===== config.mk =====
export PLATFORM = sky130hd
export DESIGN_NAME = clp_cold_load
export DESIGN_NICKNAME = d
export VERILOG_FILES = /design/src/rtl/clp_pkg.sv /design/src/rtl/clp_timer_if.sv /design/src/rtl/clp_timer.sv /design/src/rtl/clp_cold_load.sv
export SDC_FILE = /design/constraint.sdc
export NUM_CORES = 1
export LEC_CHECK = 0
export ABC_AREA = 1
export BUFFER_PORTS_ARGS = -buffer_cell sky130_fd_sc_hd__buf_2
export CAP_MARGIN = 20
export CORE_ASPECT_RATIO = 1.2
export CORE_MARGIN = 2
export CORE_UTILIZATION = 50
export CTS_CLUSTER_SIZE = 28
export DETAILED_ROUTE_END_ITERATION = 10
export PLACE_DENSITY = 0.7
export SYNTH_ARGS = -nofsm -noshare
export SYNTH_HDL_FRONTEND = slang
export SYNTH_SLANG_ARGS = --single-unit
export TNS_END_PERCENT = 30

===== constraint.sdc =====
create_clock -name clock -period 3.6 [get_ports clock]
set_clock_uncertainty 0.15 [all_clocks]
set_input_delay 0.36 -clock clock [delete_from_list [all_inputs] [get_ports clock]]
set_output_delay 0.36 -clock clock [all_outputs]
set_load 0.005 [all_outputs]

===== src/rtl/clp_pkg.sv =====
// constants, types and settings for the cold load pickup logic
// Notes on behaviour
// - cold detection follows one selected mode: breaker open, undercurrent, both, or either.
// - a recognised cold condition starts the load-off delay timer.
// - when the load-off delay expires the cold load enable output is raised.
// - the end of the cold condition starts inrush supervision.
// - inrush is present when measured current rises above the inrush threshold.
// - inrush is over once current has fallen to ninety percent of the threshold.
// - after inrush ends a settle timer runs and enable drops when it or the max block timer expires.
// - a max block timer runs beside inrush supervision and its expiry ends enable.
// - the max block timer stops when current stays below 0.9 of threshold for the settle time.
// - the external or internal block input chosen by block select inhibits the function.
// - a running auto-reclose sequence blocks the function.
// - the function only gives an enable signal and never a trip command.
package clp_pkg;
    localparam logic [7:0] ADDR_CTRL     = 8'h00;
    localparam logic [7:0] ADDR_T_OFF    = 8'h04;
    localparam logic [7:0] ADDR_T_SETTLE = 8'h08;
    localparam logic [7:0] ADDR_T_MAXBLK = 8'h0c;
    localparam logic [7:0] ADDR_I_INRUSH = 8'h10;
    localparam logic [7:0] ADDR_STATUS   = 8'h14;
    localparam logic [7:0] ADDR_IRQ_STAT = 8'h18;
    localparam logic [7:0] ADDR_IRQ_EN   = 8'h1c;
    localparam logic [7:0] ADDR_IRQ_CLR  = 8'h20;
    // ctrl fields
    localparam int CTRL_MODE_LSB  = 0;
    localparam int CTRL_FUNC_ON   = 2;
    localparam int CTRL_BLK_SEL   = 3;
    localparam logic [31:0] CTRL_RESET = 32'h0000_0004;
    // irq bits
    localparam int IRQ_ON  = 0;
    localparam int IRQ_OFF = 1;
    localparam int IRQ_MAX = 2;
    localparam int IRQ_W   = 3;
    // inrush dropout ratio 9/10
    localparam int RATIO_NUM = 9;
    localparam int RATIO_DEN = 10;
    localparam logic [31:0] T_RESET = 32'h0000_0064;
    localparam logic [15:0] I_RESET = 16'h0100;
    typedef enum logic [1:0] {
        MODE_BKR,
        MODE_UC,
        MODE_AND,
        MODE_OR
    } clp_mode_t;
    typedef enum {
        ST_WARM,
        ST_LOADOFF,
        ST_COLD,
        ST_RECOVER
    } clp_state_t;
endpackage : clp_pkg


===== src/rtl/clp_timer_if.sv =====
// interface carrying one delay timer's controls and result
`timescale 1ns/1ps
interface clp_timer_if #(parameter int W = 32);
    logic         run;
    logic [W-1:0] preset;
    logic         done;
    modport owner (output run, output preset, input done);
    modport timer (input run, input preset, output done);
endinterface : clp_timer_if


===== src/rtl/clp_timer.sv =====
// tick counting delay timer that clears when not running
`timescale 1ns/1ps
module clp_timer #(parameter int W = 32) (
    input  wire logic   clock,
    input  wire logic   resetn,
    input  wire logic   ce,
    clp_timer_if.timer  tif
);
    logic [W-1:0] cnt_r;
    logic         done_r;
    assign tif.done = done_r;
    always_ff @(posedge clock or negedge resetn) begin
        if (!resetn) begin
            cnt_r  <= '0;
            done_r <= 1'b0;
        end else if (ce) begin
            if (!tif.run) begin
                cnt_r  <= '0;
                done_r <= 1'b0;
            end else if (!done_r) begin
                // preset 0 or 1 both expire after one tick
                if (cnt_r + 1'b1 >= tif.preset) begin
                    done_r <= 1'b1;
                end
                cnt_r <= cnt_r + 1'b1;
            end
        end
    end
endmodule : clp_timer


===== src/rtl/clp_cold_load.sv =====
// cold load pickup supervision with register port and interrupt
`timescale 1ns/1ps
module clp_cold_load #(
    parameter int IW = 16,
    parameter int TW = 32
) (
    input  wire logic          clock,
    input  wire logic          resetn,
    input  wire logic          ce,
    input  wire logic          breaker_position,
    input  wire logic          cold_undercurrent_flag,
    input  wire logic [IW-1:0] load_current,
    input  wire logic          ext_block,
    input  wire logic          int_block,
    input  wire logic          auto_reclose_running,
    input  wire logic [7:0]    addr,
    input  wire logic [31:0]   wdata,
    input  wire logic          wr,
    input  wire logic          rd,
    output logic [31:0]        rdata,
    output logic               cold_load_enable_out,
    output logic               inrush_out,
    output logic               irq
);
    logic [31:0]   ctrl_r;
    logic [TW-1:0] t_off_r;
    logic [TW-1:0] t_settle_r;
    logic [TW-1:0] t_max_r;
    logic [IW-1:0] i_inrush_r;
    logic [clp_pkg::IRQ_W-1:0] irq_stat_r;
    logic [clp_pkg::IRQ_W-1:0] irq_en_r;
    clp_pkg::clp_state_t state_r;
    clp_pkg::clp_state_t state_nxt;
    logic inrush_r;
    logic inrush_seen_r;
    logic maxblk_stop_r;
    logic blocked;
    logic cold_cond;
    logic above_thr;
    logic below_drop;
    logic [clp_pkg::IRQ_W-1:0] ev;

    clp_timer_if #(.W(TW)) off_if ();
    clp_timer_if #(.W(TW)) set_if ();
    clp_timer_if #(.W(TW)) max_if ();
    clp_timer #(.W(TW)) u_off (.clock(clock), .resetn(resetn), .ce(ce), .tif(off_if));
    clp_timer #(.W(TW)) u_set (.clock(clock), .resetn(resetn), .ce(ce), .tif(set_if));
    clp_timer #(.W(TW)) u_max (.clock(clock), .resetn(resetn), .ce(ce), .tif(max_if));

    // widened compare avoids overflow of current times ten
    function automatic logic at_or_below_ratio(input logic [IW-1:0] i, input logic [IW-1:0] t);
        logic [IW+4:0] lhs;
        logic [IW+4:0] rhs;
        lhs = (IW+5)'(i) * (IW+5)'(clp_pkg::RATIO_DEN);
        rhs = (IW+5)'(t) * (IW+5)'(clp_pkg::RATIO_NUM);
        return lhs <= rhs;
    endfunction : at_or_below_ratio

    function automatic logic mode_cold(input logic [1:0] m, input logic bkr_open,
                                       input logic uc);
        case (clp_pkg::clp_mode_t'(m))
            clp_pkg::MODE_BKR: return bkr_open;
            clp_pkg::MODE_UC:  return uc;
            clp_pkg::MODE_AND: return bkr_open & uc;
            clp_pkg::MODE_OR:  return bkr_open | uc;
            default:           return 1'b0;
        endcase
    endfunction : mode_cold

    // breaker_position high means closed
    assign cold_cond = mode_cold(ctrl_r[clp_pkg::CTRL_MODE_LSB +: 2],
                                 ~breaker_position, cold_undercurrent_flag);
    // block select: 1 uses the internal source, 0 the external one
    assign blocked = ~ctrl_r[clp_pkg::CTRL_FUNC_ON]
                   | (ctrl_r[clp_pkg::CTRL_BLK_SEL] ? int_block : ext_block)
                   | auto_reclose_running;
    assign above_thr  = load_current > i_inrush_r;
    assign below_drop = at_or_below_ratio(load_current, i_inrush_r);

    assign off_if.preset = t_off_r;
    assign set_if.preset = t_settle_r;
    assign max_if.preset = t_max_r;
    assign off_if.run = !blocked && state_r == clp_pkg::ST_LOADOFF && cold_cond;
    // settle runs while current sits low after an inrush, or no inrush came
    assign set_if.run = !blocked && state_r == clp_pkg::ST_RECOVER && !inrush_r
                      && below_drop;
    assign max_if.run = !blocked && state_r == clp_pkg::ST_RECOVER && !maxblk_stop_r;

    always_comb begin
        state_nxt = state_r;
        case (state_r)
            clp_pkg::ST_WARM: begin
                if (cold_cond) begin
                    state_nxt = clp_pkg::ST_LOADOFF;
                end
            end
            clp_pkg::ST_LOADOFF: begin
                if (!cold_cond) begin
                    state_nxt = clp_pkg::ST_WARM;
                end else if (off_if.done) begin
                    state_nxt = clp_pkg::ST_COLD;
                end
            end
            clp_pkg::ST_COLD: begin
                if (!cold_cond) begin
                    state_nxt = clp_pkg::ST_RECOVER;
                end
            end
            clp_pkg::ST_RECOVER: begin
                if (cold_cond) begin
                    state_nxt = clp_pkg::ST_COLD;
                end else if (set_if.done || max_if.done) begin
                    state_nxt = clp_pkg::ST_WARM;
                end
            end
            default: state_nxt = clp_pkg::ST_WARM;
        endcase
        if (blocked) begin
            state_nxt = clp_pkg::ST_WARM;
        end
    end

    always_ff @(posedge clock or negedge resetn) begin
        if (!resetn) begin
            state_r <= clp_pkg::ST_WARM;
        end else if (ce) begin
            state_r <= state_nxt;
        end
    end

    // inrush detector with hysteresis
    always_ff @(posedge clock or negedge resetn) begin
        if (!resetn) begin
            inrush_r      <= 1'b0;
            inrush_seen_r <= 1'b0;
        end else if (ce) begin
            if (blocked || state_r != clp_pkg::ST_RECOVER) begin
                inrush_r      <= 1'b0;
                inrush_seen_r <= 1'b0;
            end else if (above_thr) begin
                inrush_r      <= 1'b1;
                inrush_seen_r <= 1'b1;
            end else if (below_drop) begin
                inrush_r <= 1'b0;
            end
        end
    end

    // once settled, max block stops and settle alone ends enable
    always_ff @(posedge clock or negedge resetn) begin
        if (!resetn) begin
            maxblk_stop_r <= 1'b0;
        end else if (ce) begin
            if (blocked || state_r != clp_pkg::ST_RECOVER) begin
                maxblk_stop_r <= 1'b0;
            end else if (set_if.done) begin
                maxblk_stop_r <= 1'b1;
            end
        end
    end

    // only an enable and the inrush flag leave the block; no trip path exists
    always_ff @(posedge clock or negedge resetn) begin
        if (!resetn) begin
            cold_load_enable_out <= 1'b0;
            inrush_out           <= 1'b0;
        end else if (ce) begin
            cold_load_enable_out <= state_nxt == clp_pkg::ST_COLD
                                 || state_nxt == clp_pkg::ST_RECOVER;
            inrush_out <= inrush_r;
        end
    end

    // configuration registers
    always_ff @(posedge clock or negedge resetn) begin
        if (!resetn) begin
            ctrl_r     <= clp_pkg::CTRL_RESET;
            t_off_r    <= TW'(clp_pkg::T_RESET);
            t_settle_r <= TW'(clp_pkg::T_RESET);
            t_max_r    <= TW'(clp_pkg::T_RESET);
            i_inrush_r <= IW'(clp_pkg::I_RESET);
            irq_en_r   <= '0;
        end else if (ce && wr) begin
            case (addr)
                clp_pkg::ADDR_CTRL:     ctrl_r     <= wdata & 32'h0000_000f;
                clp_pkg::ADDR_T_OFF:    t_off_r    <= wdata[TW-1:0];
                clp_pkg::ADDR_T_SETTLE: t_settle_r <= wdata[TW-1:0];
                clp_pkg::ADDR_T_MAXBLK: t_max_r    <= wdata[TW-1:0];
                clp_pkg::ADDR_I_INRUSH: i_inrush_r <= wdata[IW-1:0];
                clp_pkg::ADDR_IRQ_EN:   irq_en_r   <= wdata[clp_pkg::IRQ_W-1:0];
                default: ;
            endcase
        end
    end

    // sticky events: set wins over a same-cycle clear
    assign ev[clp_pkg::IRQ_ON]  = !cold_load_enable_out && state_nxt == clp_pkg::ST_COLD;
    assign ev[clp_pkg::IRQ_OFF] = cold_load_enable_out && state_nxt == clp_pkg::ST_WARM;
    assign ev[clp_pkg::IRQ_MAX] = max_if.done && state_r == clp_pkg::ST_RECOVER;
    always_ff @(posedge clock or negedge resetn) begin
        if (!resetn) begin
            irq_stat_r <= '0;
            irq        <= 1'b0;
        end else if (ce) begin
            if (wr && addr == clp_pkg::ADDR_IRQ_CLR) begin
                irq_stat_r <= (irq_stat_r & ~wdata[clp_pkg::IRQ_W-1:0]) | ev;
            end else begin
                irq_stat_r <= irq_stat_r | ev;
            end
            irq <= |(irq_stat_r & irq_en_r);
        end
    end

    // read port: data valid in the cycle after rd
    always_ff @(posedge clock or negedge resetn) begin
        if (!resetn) begin
            rdata <= '0;
        end else if (ce) begin
            rdata <= '0;
            if (rd) begin
                case (addr)
                    clp_pkg::ADDR_CTRL:     rdata <= ctrl_r;
                    clp_pkg::ADDR_T_OFF:    rdata <= 32'(t_off_r);
                    clp_pkg::ADDR_T_SETTLE: rdata <= 32'(t_settle_r);
                    clp_pkg::ADDR_T_MAXBLK: rdata <= 32'(t_max_r);
                    clp_pkg::ADDR_I_INRUSH: rdata <= 32'(i_inrush_r);
                    clp_pkg::ADDR_STATUS:   rdata <= {26'h0, inrush_seen_r, maxblk_stop_r,
                                                      inrush_r, blocked,
                                                      cold_load_enable_out, cold_cond};
                    clp_pkg::ADDR_IRQ_STAT: rdata <= 32'(irq_stat_r);
                    clp_pkg::ADDR_IRQ_EN:   rdata <= 32'(irq_en_r);
                    default:                rdata <= '0;
                endcase
            end
        end
    end

    property p_block_clears;
        @(posedge clock) disable iff (!resetn)
        (ce && blocked) |=> !cold_load_enable_out;
    endproperty
    a_block_clears: assert property (p_block_clears) else $error("enable while blocked");

    property p_ar_blocks;
        @(posedge clock) disable iff (!resetn)
        (ce && auto_reclose_running) |=> state_r == clp_pkg::ST_WARM;
    endproperty
    a_ar_blocks: assert property (p_ar_blocks) else $error("active during reclose");

    property p_enable_on_expiry;
        @(posedge clock) disable iff (!resetn)
        (ce && !blocked && state_r == clp_pkg::ST_LOADOFF && cold_cond && off_if.done)
        |=> cold_load_enable_out;
    endproperty
    a_enable_on_expiry: assert property (p_enable_on_expiry) else $error("no enable");

    property p_off_needs_timer;
        @(posedge clock) disable iff (!resetn)
        (ce && $rose(cold_load_enable_out)) |-> $past(off_if.done) || $past(state_r)
                                              != clp_pkg::ST_LOADOFF;
    endproperty
    a_off_needs_timer: assert property (p_off_needs_timer) else $error("early enable");

    property p_recover_on_warm;
        @(posedge clock) disable iff (!resetn)
        (ce && !blocked && state_r == clp_pkg::ST_COLD && !cold_cond)
        |=> state_r == clp_pkg::ST_RECOVER && cold_load_enable_out;
    endproperty
    a_recover_on_warm: assert property (p_recover_on_warm) else $error("no recover");

    property p_inrush_set;
        @(posedge clock) disable iff (!resetn)
        (ce && !blocked && state_r == clp_pkg::ST_RECOVER && above_thr) |=> inrush_r;
    endproperty
    a_inrush_set: assert property (p_inrush_set) else $error("inrush missed");

    property p_inrush_hold;
        @(posedge clock) disable iff (!resetn)
        (ce && inrush_r && !below_drop && !blocked && state_r == clp_pkg::ST_RECOVER)
        |=> inrush_r;
    endproperty
    a_inrush_hold: assert property (p_inrush_hold) else $error("inrush dropped early");

    property p_drop_needs_timer;
        @(posedge clock) disable iff (!resetn)
        (ce && $past(ce) && $fell(cold_load_enable_out) && !$past(blocked)
         && $past(state_r) == clp_pkg::ST_RECOVER)
        |-> $past(set_if.done) || $past(max_if.done);
    endproperty
    a_drop_needs_timer: assert property (p_drop_needs_timer) else $error("early drop");

    property p_max_stopped;
        @(posedge clock) disable iff (!resetn)
        (ce && maxblk_stop_r) |=> !max_if.done;
    endproperty
    a_max_stopped: assert property (p_max_stopped) else $error("max block still runs");

    property p_warm_to_loadoff;
        @(posedge clock) disable iff (!resetn)
        (ce && !blocked && state_r == clp_pkg::ST_WARM && cold_cond)
        |=> state_r == clp_pkg::ST_LOADOFF && !cold_load_enable_out;
    endproperty
    a_warm_to_loadoff: assert property (p_warm_to_loadoff) else $error("cold missed");

    property p_loadoff_abort;
        @(posedge clock) disable iff (!resetn)
        (ce && state_r == clp_pkg::ST_LOADOFF && !cold_cond)
        |=> state_r == clp_pkg::ST_WARM && !cold_load_enable_out;
    endproperty
    a_loadoff_abort: assert property (p_loadoff_abort) else $error("restart missed");

    property p_settle_ends;
        @(posedge clock) disable iff (!resetn)
        (ce && !blocked && state_r == clp_pkg::ST_RECOVER && !cold_cond && set_if.done)
        |=> !cold_load_enable_out;
    endproperty
    a_settle_ends: assert property (p_settle_ends) else $error("kept after settle");

    property p_max_ends;
        @(posedge clock) disable iff (!resetn)
        (ce && !blocked && state_r == clp_pkg::ST_RECOVER && !cold_cond && max_if.done)
        |=> !cold_load_enable_out;
    endproperty
    a_max_ends: assert property (p_max_ends) else $error("kept after max block");

    property p_settle_waits;
        @(posedge clock) disable iff (!resetn)
        (ce && inrush_r) |=> !set_if.done;
    endproperty
    a_settle_waits: assert property (p_settle_waits) else $error("settle during inrush");

    property p_inrush_end;
        @(posedge clock) disable iff (!resetn)
        (ce && !blocked && state_r == clp_pkg::ST_RECOVER && !above_thr && below_drop)
        |=> !inrush_r;
    endproperty
    a_inrush_end: assert property (p_inrush_end) else $error("inrush not ended");

    property p_timers_clear;
        @(posedge clock) disable iff (!resetn)
        (ce && blocked) |=> !off_if.done && !set_if.done && !max_if.done;
    endproperty
    a_timers_clear: assert property (p_timers_clear) else $error("timer kept on block");

    property p_max_event;
        @(posedge clock) disable iff (!resetn)
        (ce && state_r == clp_pkg::ST_RECOVER && max_if.done) |=> irq_stat_r[clp_pkg::IRQ_MAX];
    endproperty
    a_max_event: assert property (p_max_event) else $error("max event lost");
endmodule : clp_cold_load


==> impl_metrics.py, run 1 <==
metrics = {
    "status": {
        "outcome": "complete, but fails checks",
        "violations": "negative setup slack",
    },
    "clock_tree": {
        "clkTransAtPathRegs_ns": 0.06,
        "worstSkewPairLatency_ns": 0.55,
        "numCtsBuffers": 34,
        "clock_sinks": 291,
        "cts_root_buf": "clkbuf_16",
        "cts_tree": "built",
        "cts_buffer_depth": 3,
        "ctsHtreeMaxLevel": 2,
    },
    "synth": {
        "syn_area_per_cell_sq_um": 7.40,
        "synthesis.area_sq_um": 19400,
        "yosys.cell_types.count": 50,
        "synthTopCellsByCount": "696 x nand2_1, 408 x inv_1, 280 x dfrtp_1",
        "postSynth.asyncResetShare_pct": 100,
        "yosysTopAreaCellShare_pct": 36.0,
        "synth_cells": 2625,
        "synth_edf_count": 0,
        "ys_seq_area_share_pct": 37.5,
        "synth_flop_cell": "dfrtp_1",
        "synth.most_common_cell": "nand2_1",
        "netlist_top_cells_area": "dfrtp_1 36%, nand2_1 13%, ha_1 12%",
        "yosys_register_bits": 291,
        "ys_warn_count": 0,
        "synth_area_leader_cell": "dfrtp_1",
        "synth_nets": 2881,
    },
    "routing": {
        "via_count": 18300,
        "viasPerCell": 5.45,
        "drt_iter0_drc": 1323,
        "drc": 0,
        "wl_per_cell_um": 17.4,
        "drtPass1Iterations": 5,
        "routed_wirelength_um": 58500,
        "ant_nets": 0,
    },
    "worst_setup_path": {
        "path_max_fanout": 8,
        "worstSetupStartpointType": "flop",
        "slowest_delay_ns": 0.54,
        "cp.required_ns": 3.92,
        "arrival_ns": 4.24,
        "critPathKind": "reg2reg",
        "critPathMostFrequentCell": "nand2_1",
        "crit_slowest_cell": "dfstp_2",
        "cp_top_family": "simple AND/OR/NAND/NOR gates",
        "cp-end-kind": "flop",
        "crit_buf_inv": 5,
        "worstPathCellList": "ha_1 -> ha_1 -> a21oi_1 -> o21ai_1 -> a21oi_2 -> o21ai_2 -> buf_4 -> xnor2_1 -> ha_1 -> nand4_1 -> buf_4 -> inv_1 -> nand2_1 -> nand2_1 -> nand2_1 -> nand3_1 -> nand2_2 -> nand2_2 -> nor2_4 -> buf_12 -> clkbuf_16 -> nand2_1 -> nand2_1",
    },
    "grt": {
        "grtUsageTotal_pct": 29.1,
        "grt_pass1_wl_um": 92500,
        "antenna_found_initial": 1,
        "grt_pass1_vias": 18000,
        "gr-total-overflow": 0,
        "grt_max_degree": 106,
    },
    "floorplanning": {
        "core_area_sq_um": 38500,
        "rows": 79,
        "die-area_sq_um": 40500,
        "die_x_um": 184,
        "initial_utilization_pct": 50.4,
        "ioPinCount": 101,
        "die_h_um": 220,
    },
    "final_layout": {
        "fin_util_pct": 59.0,
        "nNetsFinal": 3102,
        "layoutNonFillerInstCount": 3358,
        "syn_to_final_growth_pct": 17.1,
        "fillers": 3625,
        "drive_gt1_share_pct": 12.7,
    },
    "timing": {
        "min_period_ns": 3.92,
        "hold_ws_ns": 0.0113,
        "max_freq_mhz": 255,
        "slew-limit-headroom_pct": 28.2,
        "tightest_slew_ns": 1.08,
        "drv_slew": 0,
        "period_share_pct": 109,
        "finalSetupViolations": 33,
        "rsz0062_at_grt": "yes",
        "layout_setup_ws_ns": -0.324,
        "finalHoldViolations": 0,
    },
    "placed_design": {
        "post-place-ws_ns": -0.651,
        "dp_hpwl_um": 44700,
        "place_inst": 3270,
        "finalWeightedCongestion": 0.956,
        "portBuffers": 100,
    },
    "pwr": {
        "p_leak_nw": 11.8,
        "ir_drop_mv": 0.288,
        "power-per-cell-area_nw_per_um2": 340,
    },
    "hold_path": {
        "worstHoldPathType": "in2reg",
    },
    "job": {
        "drv_cap": 0,
    },
}
per-layer routing:
layer | share of wire, % | track usage [%] | wire length [um] | vias to the layer above
met5 | 0 | 0 | 0 | -
met1 | 43 | 37.4 | 25100 | 8748
met4 | 3.2 | 9.57 | 1850 | 0
met2 | 49 | 50.8 | 28400 | 569
met3 | 5.4 | 3.42 | 3130 | 111
li1 | - | - | - | 8888
cell usage in the layout (no fill, tap or decap), types with 76 or more instances in the layout:
cell type,Yosys,routed
dfrtp_1,280,280
nand2_1,696,676
o21ai_0,213,209
nor2_1,214,212
buf_4,1,122
a21oi_1,115,111
inv_1,408,407
xor2_1,76,76
buf_2,16,99
nand3_1,103,101
ha_1,188,186
report_power, final:
group	switching [W]	total, W	internal [W]
clock	0.00144	0.00340	0.00196
sequential	0.0000415	0.00336	0.00332
combinational	0.000601	0.000980	0.000379
total	0.00208	0.00774	0.00566
registers in the layout, summed over array words and instances (netlist names):
signal	cells
irq	1
state_r	32
off_if.preset	32
rdata	32
irq_stat_r	3
irq_en_r	3
cold_load_enable_out	1
u_off.tif.done	1
u_off.cnt_r	32
u_max.cnt_r	32
inrush_out	1
max_if.preset	32
set_if.preset	32
ctrl_r	4
u_set.cnt_r	32
u_max.tif.done	1
maxblk_stop_r	1
inrush_seen_r	1
i_inrush_r	16
u_set.tif.done	1
inrush_r	1
cell type report:
type                    instances  area [sq um]  area share, %
well taps                     486           608           2.67
repair buffers                244          1760           7.75
flip-flops and latches        291          7300           32.1
clock buffers                  45           922           4.05
inverters                     417          1570           6.91
clock inverters                16           155          0.682
diodes                          1          2.50         0.0110
multi-input cells            1858         10400           45.9
worst paths after layout:
check	from	to	slack (ns)	cells after the start
setup / recovery	i_inrush_r[8]$_DFFE_PN1P_	u_set.cnt_r[25]$_DFFE_PN0P_	-0.32	23
hold / removal	wdata[18]	off_if.preset[18]$_DFFE_PN0P_	0.01	3
setup reg to reg	i_inrush_r[8]$_DFFE_PN1P_	u_set.cnt_r[25]$_DFFE_PN0P_	-0.32	23
hold reg to reg	rdata[11]$_DFFE_PN0P_	rdata[11]$_DFFE_PN0P_	0.33	2
max in group asynchronous	resetn	i_inrush_r[5]$_DFFE_PN0P_	1.95	3
min in group asynchronous	resetn	i_inrush_r[15]$_DFFE_PN0P_	0.30	2
logic make-up after synthesis:
family	Yosys count	synth area share, %
AO/OA/AOI/OAI	445	12.4
XOR/XNOR	96	4.33
adder cells (fa/ha/maj)	190	12.3
AND/OR/NAND/NOR	1127	24.0
buffers and inverters	476	9.51
flip-flops	291	37.5
repair_timing:
action	4_1_cts	5_1_grt
gates resized for setup	23	22
setup endpoints to repair	34	35
hold buffers	13	0
pin swaps	15	37
buffers inserted	5	4
gates cloned	2	1
endpoints found under the hold margin	112	0
worst min-delay path: stages:
cell	delay (ns)
buf_2	0.12
inv_1	0.08
o21ai_0	0.08
stage by stage:
| stage | cell area (sq um) | setup TNS, ns | total power, W |
|---|---|---|---|
| 4_1_cts | 22600 | -9.14 | 0.00776 |
| 3_3_place_gp | 21200 | -13.29 | 0.00431 |
| 5_1_grt | 22800 | -14.93 | 0.00805 |
| 6_report | 22800 | -9.64 | 0.00774 |
| 2_1_floorplan | 19400 | 0 | 0.00392 |
| 3_5_place_dp | 21200 | -20.92 | 0.00435 |
No activity file was read; power rests on OpenSTA's default activity.
==> run 2: changes to the inputs <==
- RECOVER_POWER: default -> 100
==> run 2 against run 1 <==
Effect of this change:
- the run ends with max-capacitance violations, max-slew violations, negative setup slack left
- critical path depth did not move
- setup slack worse by 0.0094 ns
- non-clock buffer count did not move
- wire length hardly changed
- clock power is essentially flat
- sequential power is essentially flat
- worst hold slack better by 0.0057 ns
- register-to-register slack about the same
- maximum frequency shrank 0.24%
- combinational power shrank 1%
==> impl_metrics.py, run 2 (same netlist as run 1, synthesis figures left out) <==
metrics = {
    "status": {
        "outcome": "complete, but fails checks",
        "violations": "max-capacitance violations, max-slew violations, negative setup slack",
    },
    "final_layout": {
        "mostFrequentLayoutCells": "683 x nand2_1, 408 x inv_1, 280 x dfrtp_1, 224 x o21ai_0, 216 x nor2_1",
        "multi_input_area_sq_um": 10400,
        "fillers": 3666,
        "fin_area_sq_um": 22600,
        "final_common_cell": "nand2_1",
        "syn_to_final_growth_pct": 16.2,
        "drive_gt1_share_pct": 11.2,
        "layoutNonFillerInstCount": 3358,
        "seq_area_sq_um": 7300,
        "nNetsFinal": 3102,
    },
    "floorplanning": {
        "initial_utilization_pct": 50.4,
        "ioPinCount": 101,
        "rows": 79,
        "die_x_um": 184,
        "die-area_sq_um": 40500,
        "core_area_sq_um": 38500,
        "die_h_um": 220,
    },
    "timing": {
        "hold_ws_ns": 0.0170,
        "finalHoldViolations": 0,
        "min_period_ns": 3.93,
        "finalSetupViolations": 33,
        "rsz0062_at_grt": "yes",
        "slew-limit-headroom_pct": -74.8,
        "period_share_pct": 109,
        "max_freq_mhz": 254,
        "drv_slew": 106,
        "layout_setup_ws_ns": -0.333,
        "tightest_slew_ns": 2.62,
    },
    "routing": {
        "drtPass1Iterations": 6,
        "drc": 0,
        "ant_nets": 0,
        "via_count": 18300,
        "routed_wirelength_um": 58400,
        "wl_per_cell_um": 17.4,
        "viasPerCell": 5.44,
        "drt_iter0_drc": 1354,
    },
    "clock_tree": {
        "cts_root_buf": "clkbuf_16",
        "ctsHtreeMaxLevel": 2,
        "cts_buffer_depth": 3,
        "cts_tree": "built",
        "clkTransAtPathRegs_ns": 0.06,
        "clock_sinks": 291,
        "worstSkewPairLatency_ns": 0.55,
        "numCtsBuffers": 34,
    },
    "worst_setup_path": {
        "worstSetupStartpointType": "flop",
        "arrival_ns": 4.25,
        "r2r_setup_slack_ns": -0.33,
        "r2r_start": "i_inrush_r[8]$_DFFE_PN1P_",
        "cp.required_ns": 3.92,
        "cp-end-kind": "flop",
        "crit_start": "i_inrush_r[8]$_DFFE_PN1P_",
        "path_max_fanout": 8,
        "reg2reg_depth": 23,
        "rr_endpoint": "u_set.cnt_r[25]$_DFFE_PN0P_",
        "critPathKind": "reg2reg",
    },
    "placed_design": {
        "portBuffers": 100,
        "finalWeightedCongestion": 0.956,
        "place_inst": 3270,
        "placed_cell_area_sq_um": 21200,
        "dp_hpwl_um": 44700,
    },
    "grt": {
        "gr-total-overflow": 0,
        "grtUsageTotal_pct": 29.1,
        "grt_pass1_vias": 18000,
        "grt_pass1_wl_um": 92500,
        "antenna_found_initial": 1,
        "grt_max_degree": 106,
    },
    "hold_path": {
        "worstHoldPathType": "in2reg",
        "worstHoldEndpoint": "set_if.preset[29]$_DFFE_PN0P_",
        "hp-start": "wdata[29]",
        "min_path_cells": 3,
    },
    "job": {
        "drv_cap": 1,
    },
    "pwr": {
        "p_leak_nw": 11.7,
        "ir_drop_mv": 0.307,
        "power-per-cell-area_nw_per_um2": 342,
    },
}
==> run 2: what timing repair did <==
action / in CTS / in global routing
pin swaps: 15 / 37
gates resized for setup: 23 / 22
hold buffers: 13 / 0
endpoints found under the hold margin: 112 / 0
setup buffers: 5 / 4
cloned: 2 / 1
endpoints found under the setup margin: 34 / 35
==> run 2: final cells by class <==
type	instances	area share (%)
clock buffer	45	4.08
antenna	1	0.0111
sequential	291	32.3
timing repair buffer	244	7.32
clock inverter	16	0.687
tap	486	2.69
inverter	417	6.95
multi-input combinational	1858	46.0
==> run 2: stage by stage <==
step                      setup WS, ns  utilization (%)  TNS, ns  total power (W)
after floorplan                0.00164                -        0          0.00392
after global placement          -0.423             55.1   -13.29          0.00431
after CTS                       -0.298             58.6    -9.14          0.00776
after global routing            -0.500             58.6   -34.45          0.00804
final                           -0.333             58.6    -9.99          0.00772
after detailed placement        -0.651             55.1   -20.92          0.00435
==> run 2: worst max-delay path, stage by stage (launching register included) <==
cell and delay, ns:
dfstp_1 0.55, ha_1 0.24, ha_1 0.33, a21oi_1 0.17, o21ai_1 0.11, a21oi_2 0.20, o21ai_2 0.11, buf_4 0.15
xnor2_1 0.19, ha_1 0.30, nand4_1 0.18, buf_4 0.14, inv_1 0.03, nand2_1 0.05, nand2_1 0.05, nand2_1 0.05
nand3_1 0.09, nand2_2 0.15, nand2_2 0.08, nor2_4 0.12, buf_12 0.15, clkbuf_16 0.16, nand2_1 0.05, nand2_1 0.06
==> run 2: metal layers <==
layer  share of wire (%)  wire, um  track usage (%)
met5                   0         0                0
met1                  43     25000             37.4
met4                 3.3      1920             9.57
met3                 5.2      3030             3.42
met2                  49     28400             50.8
==> run 2: where the power goes <==
group          internal [W]  switching (W)
logic              0.000372       0.000594
clock network       0.00196        0.00143
registers           0.00332      0.0000413
==> run 2: worst max-delay path by stage <==
stage                                              to  slack [ns]  depth (start not counted)
after global routing      u_set.cnt_r[14]$_DFFE_PN0P_       -0.50                         23
after CTS                  u_set.cnt_r[9]$_DFFE_PN0P_       -0.30                         24
after floorplan           u_set.cnt_r[16]$_DFFE_PN0P_       0.002                         23
final                     u_set.cnt_r[25]$_DFFE_PN0P_       -0.33                         23
after global placement    u_set.cnt_r[22]$_DFFE_PN0P_       -0.42                         21
after detailed placement  u_set.cnt_r[12]$_DFFE_PN0P_       -0.65                         21
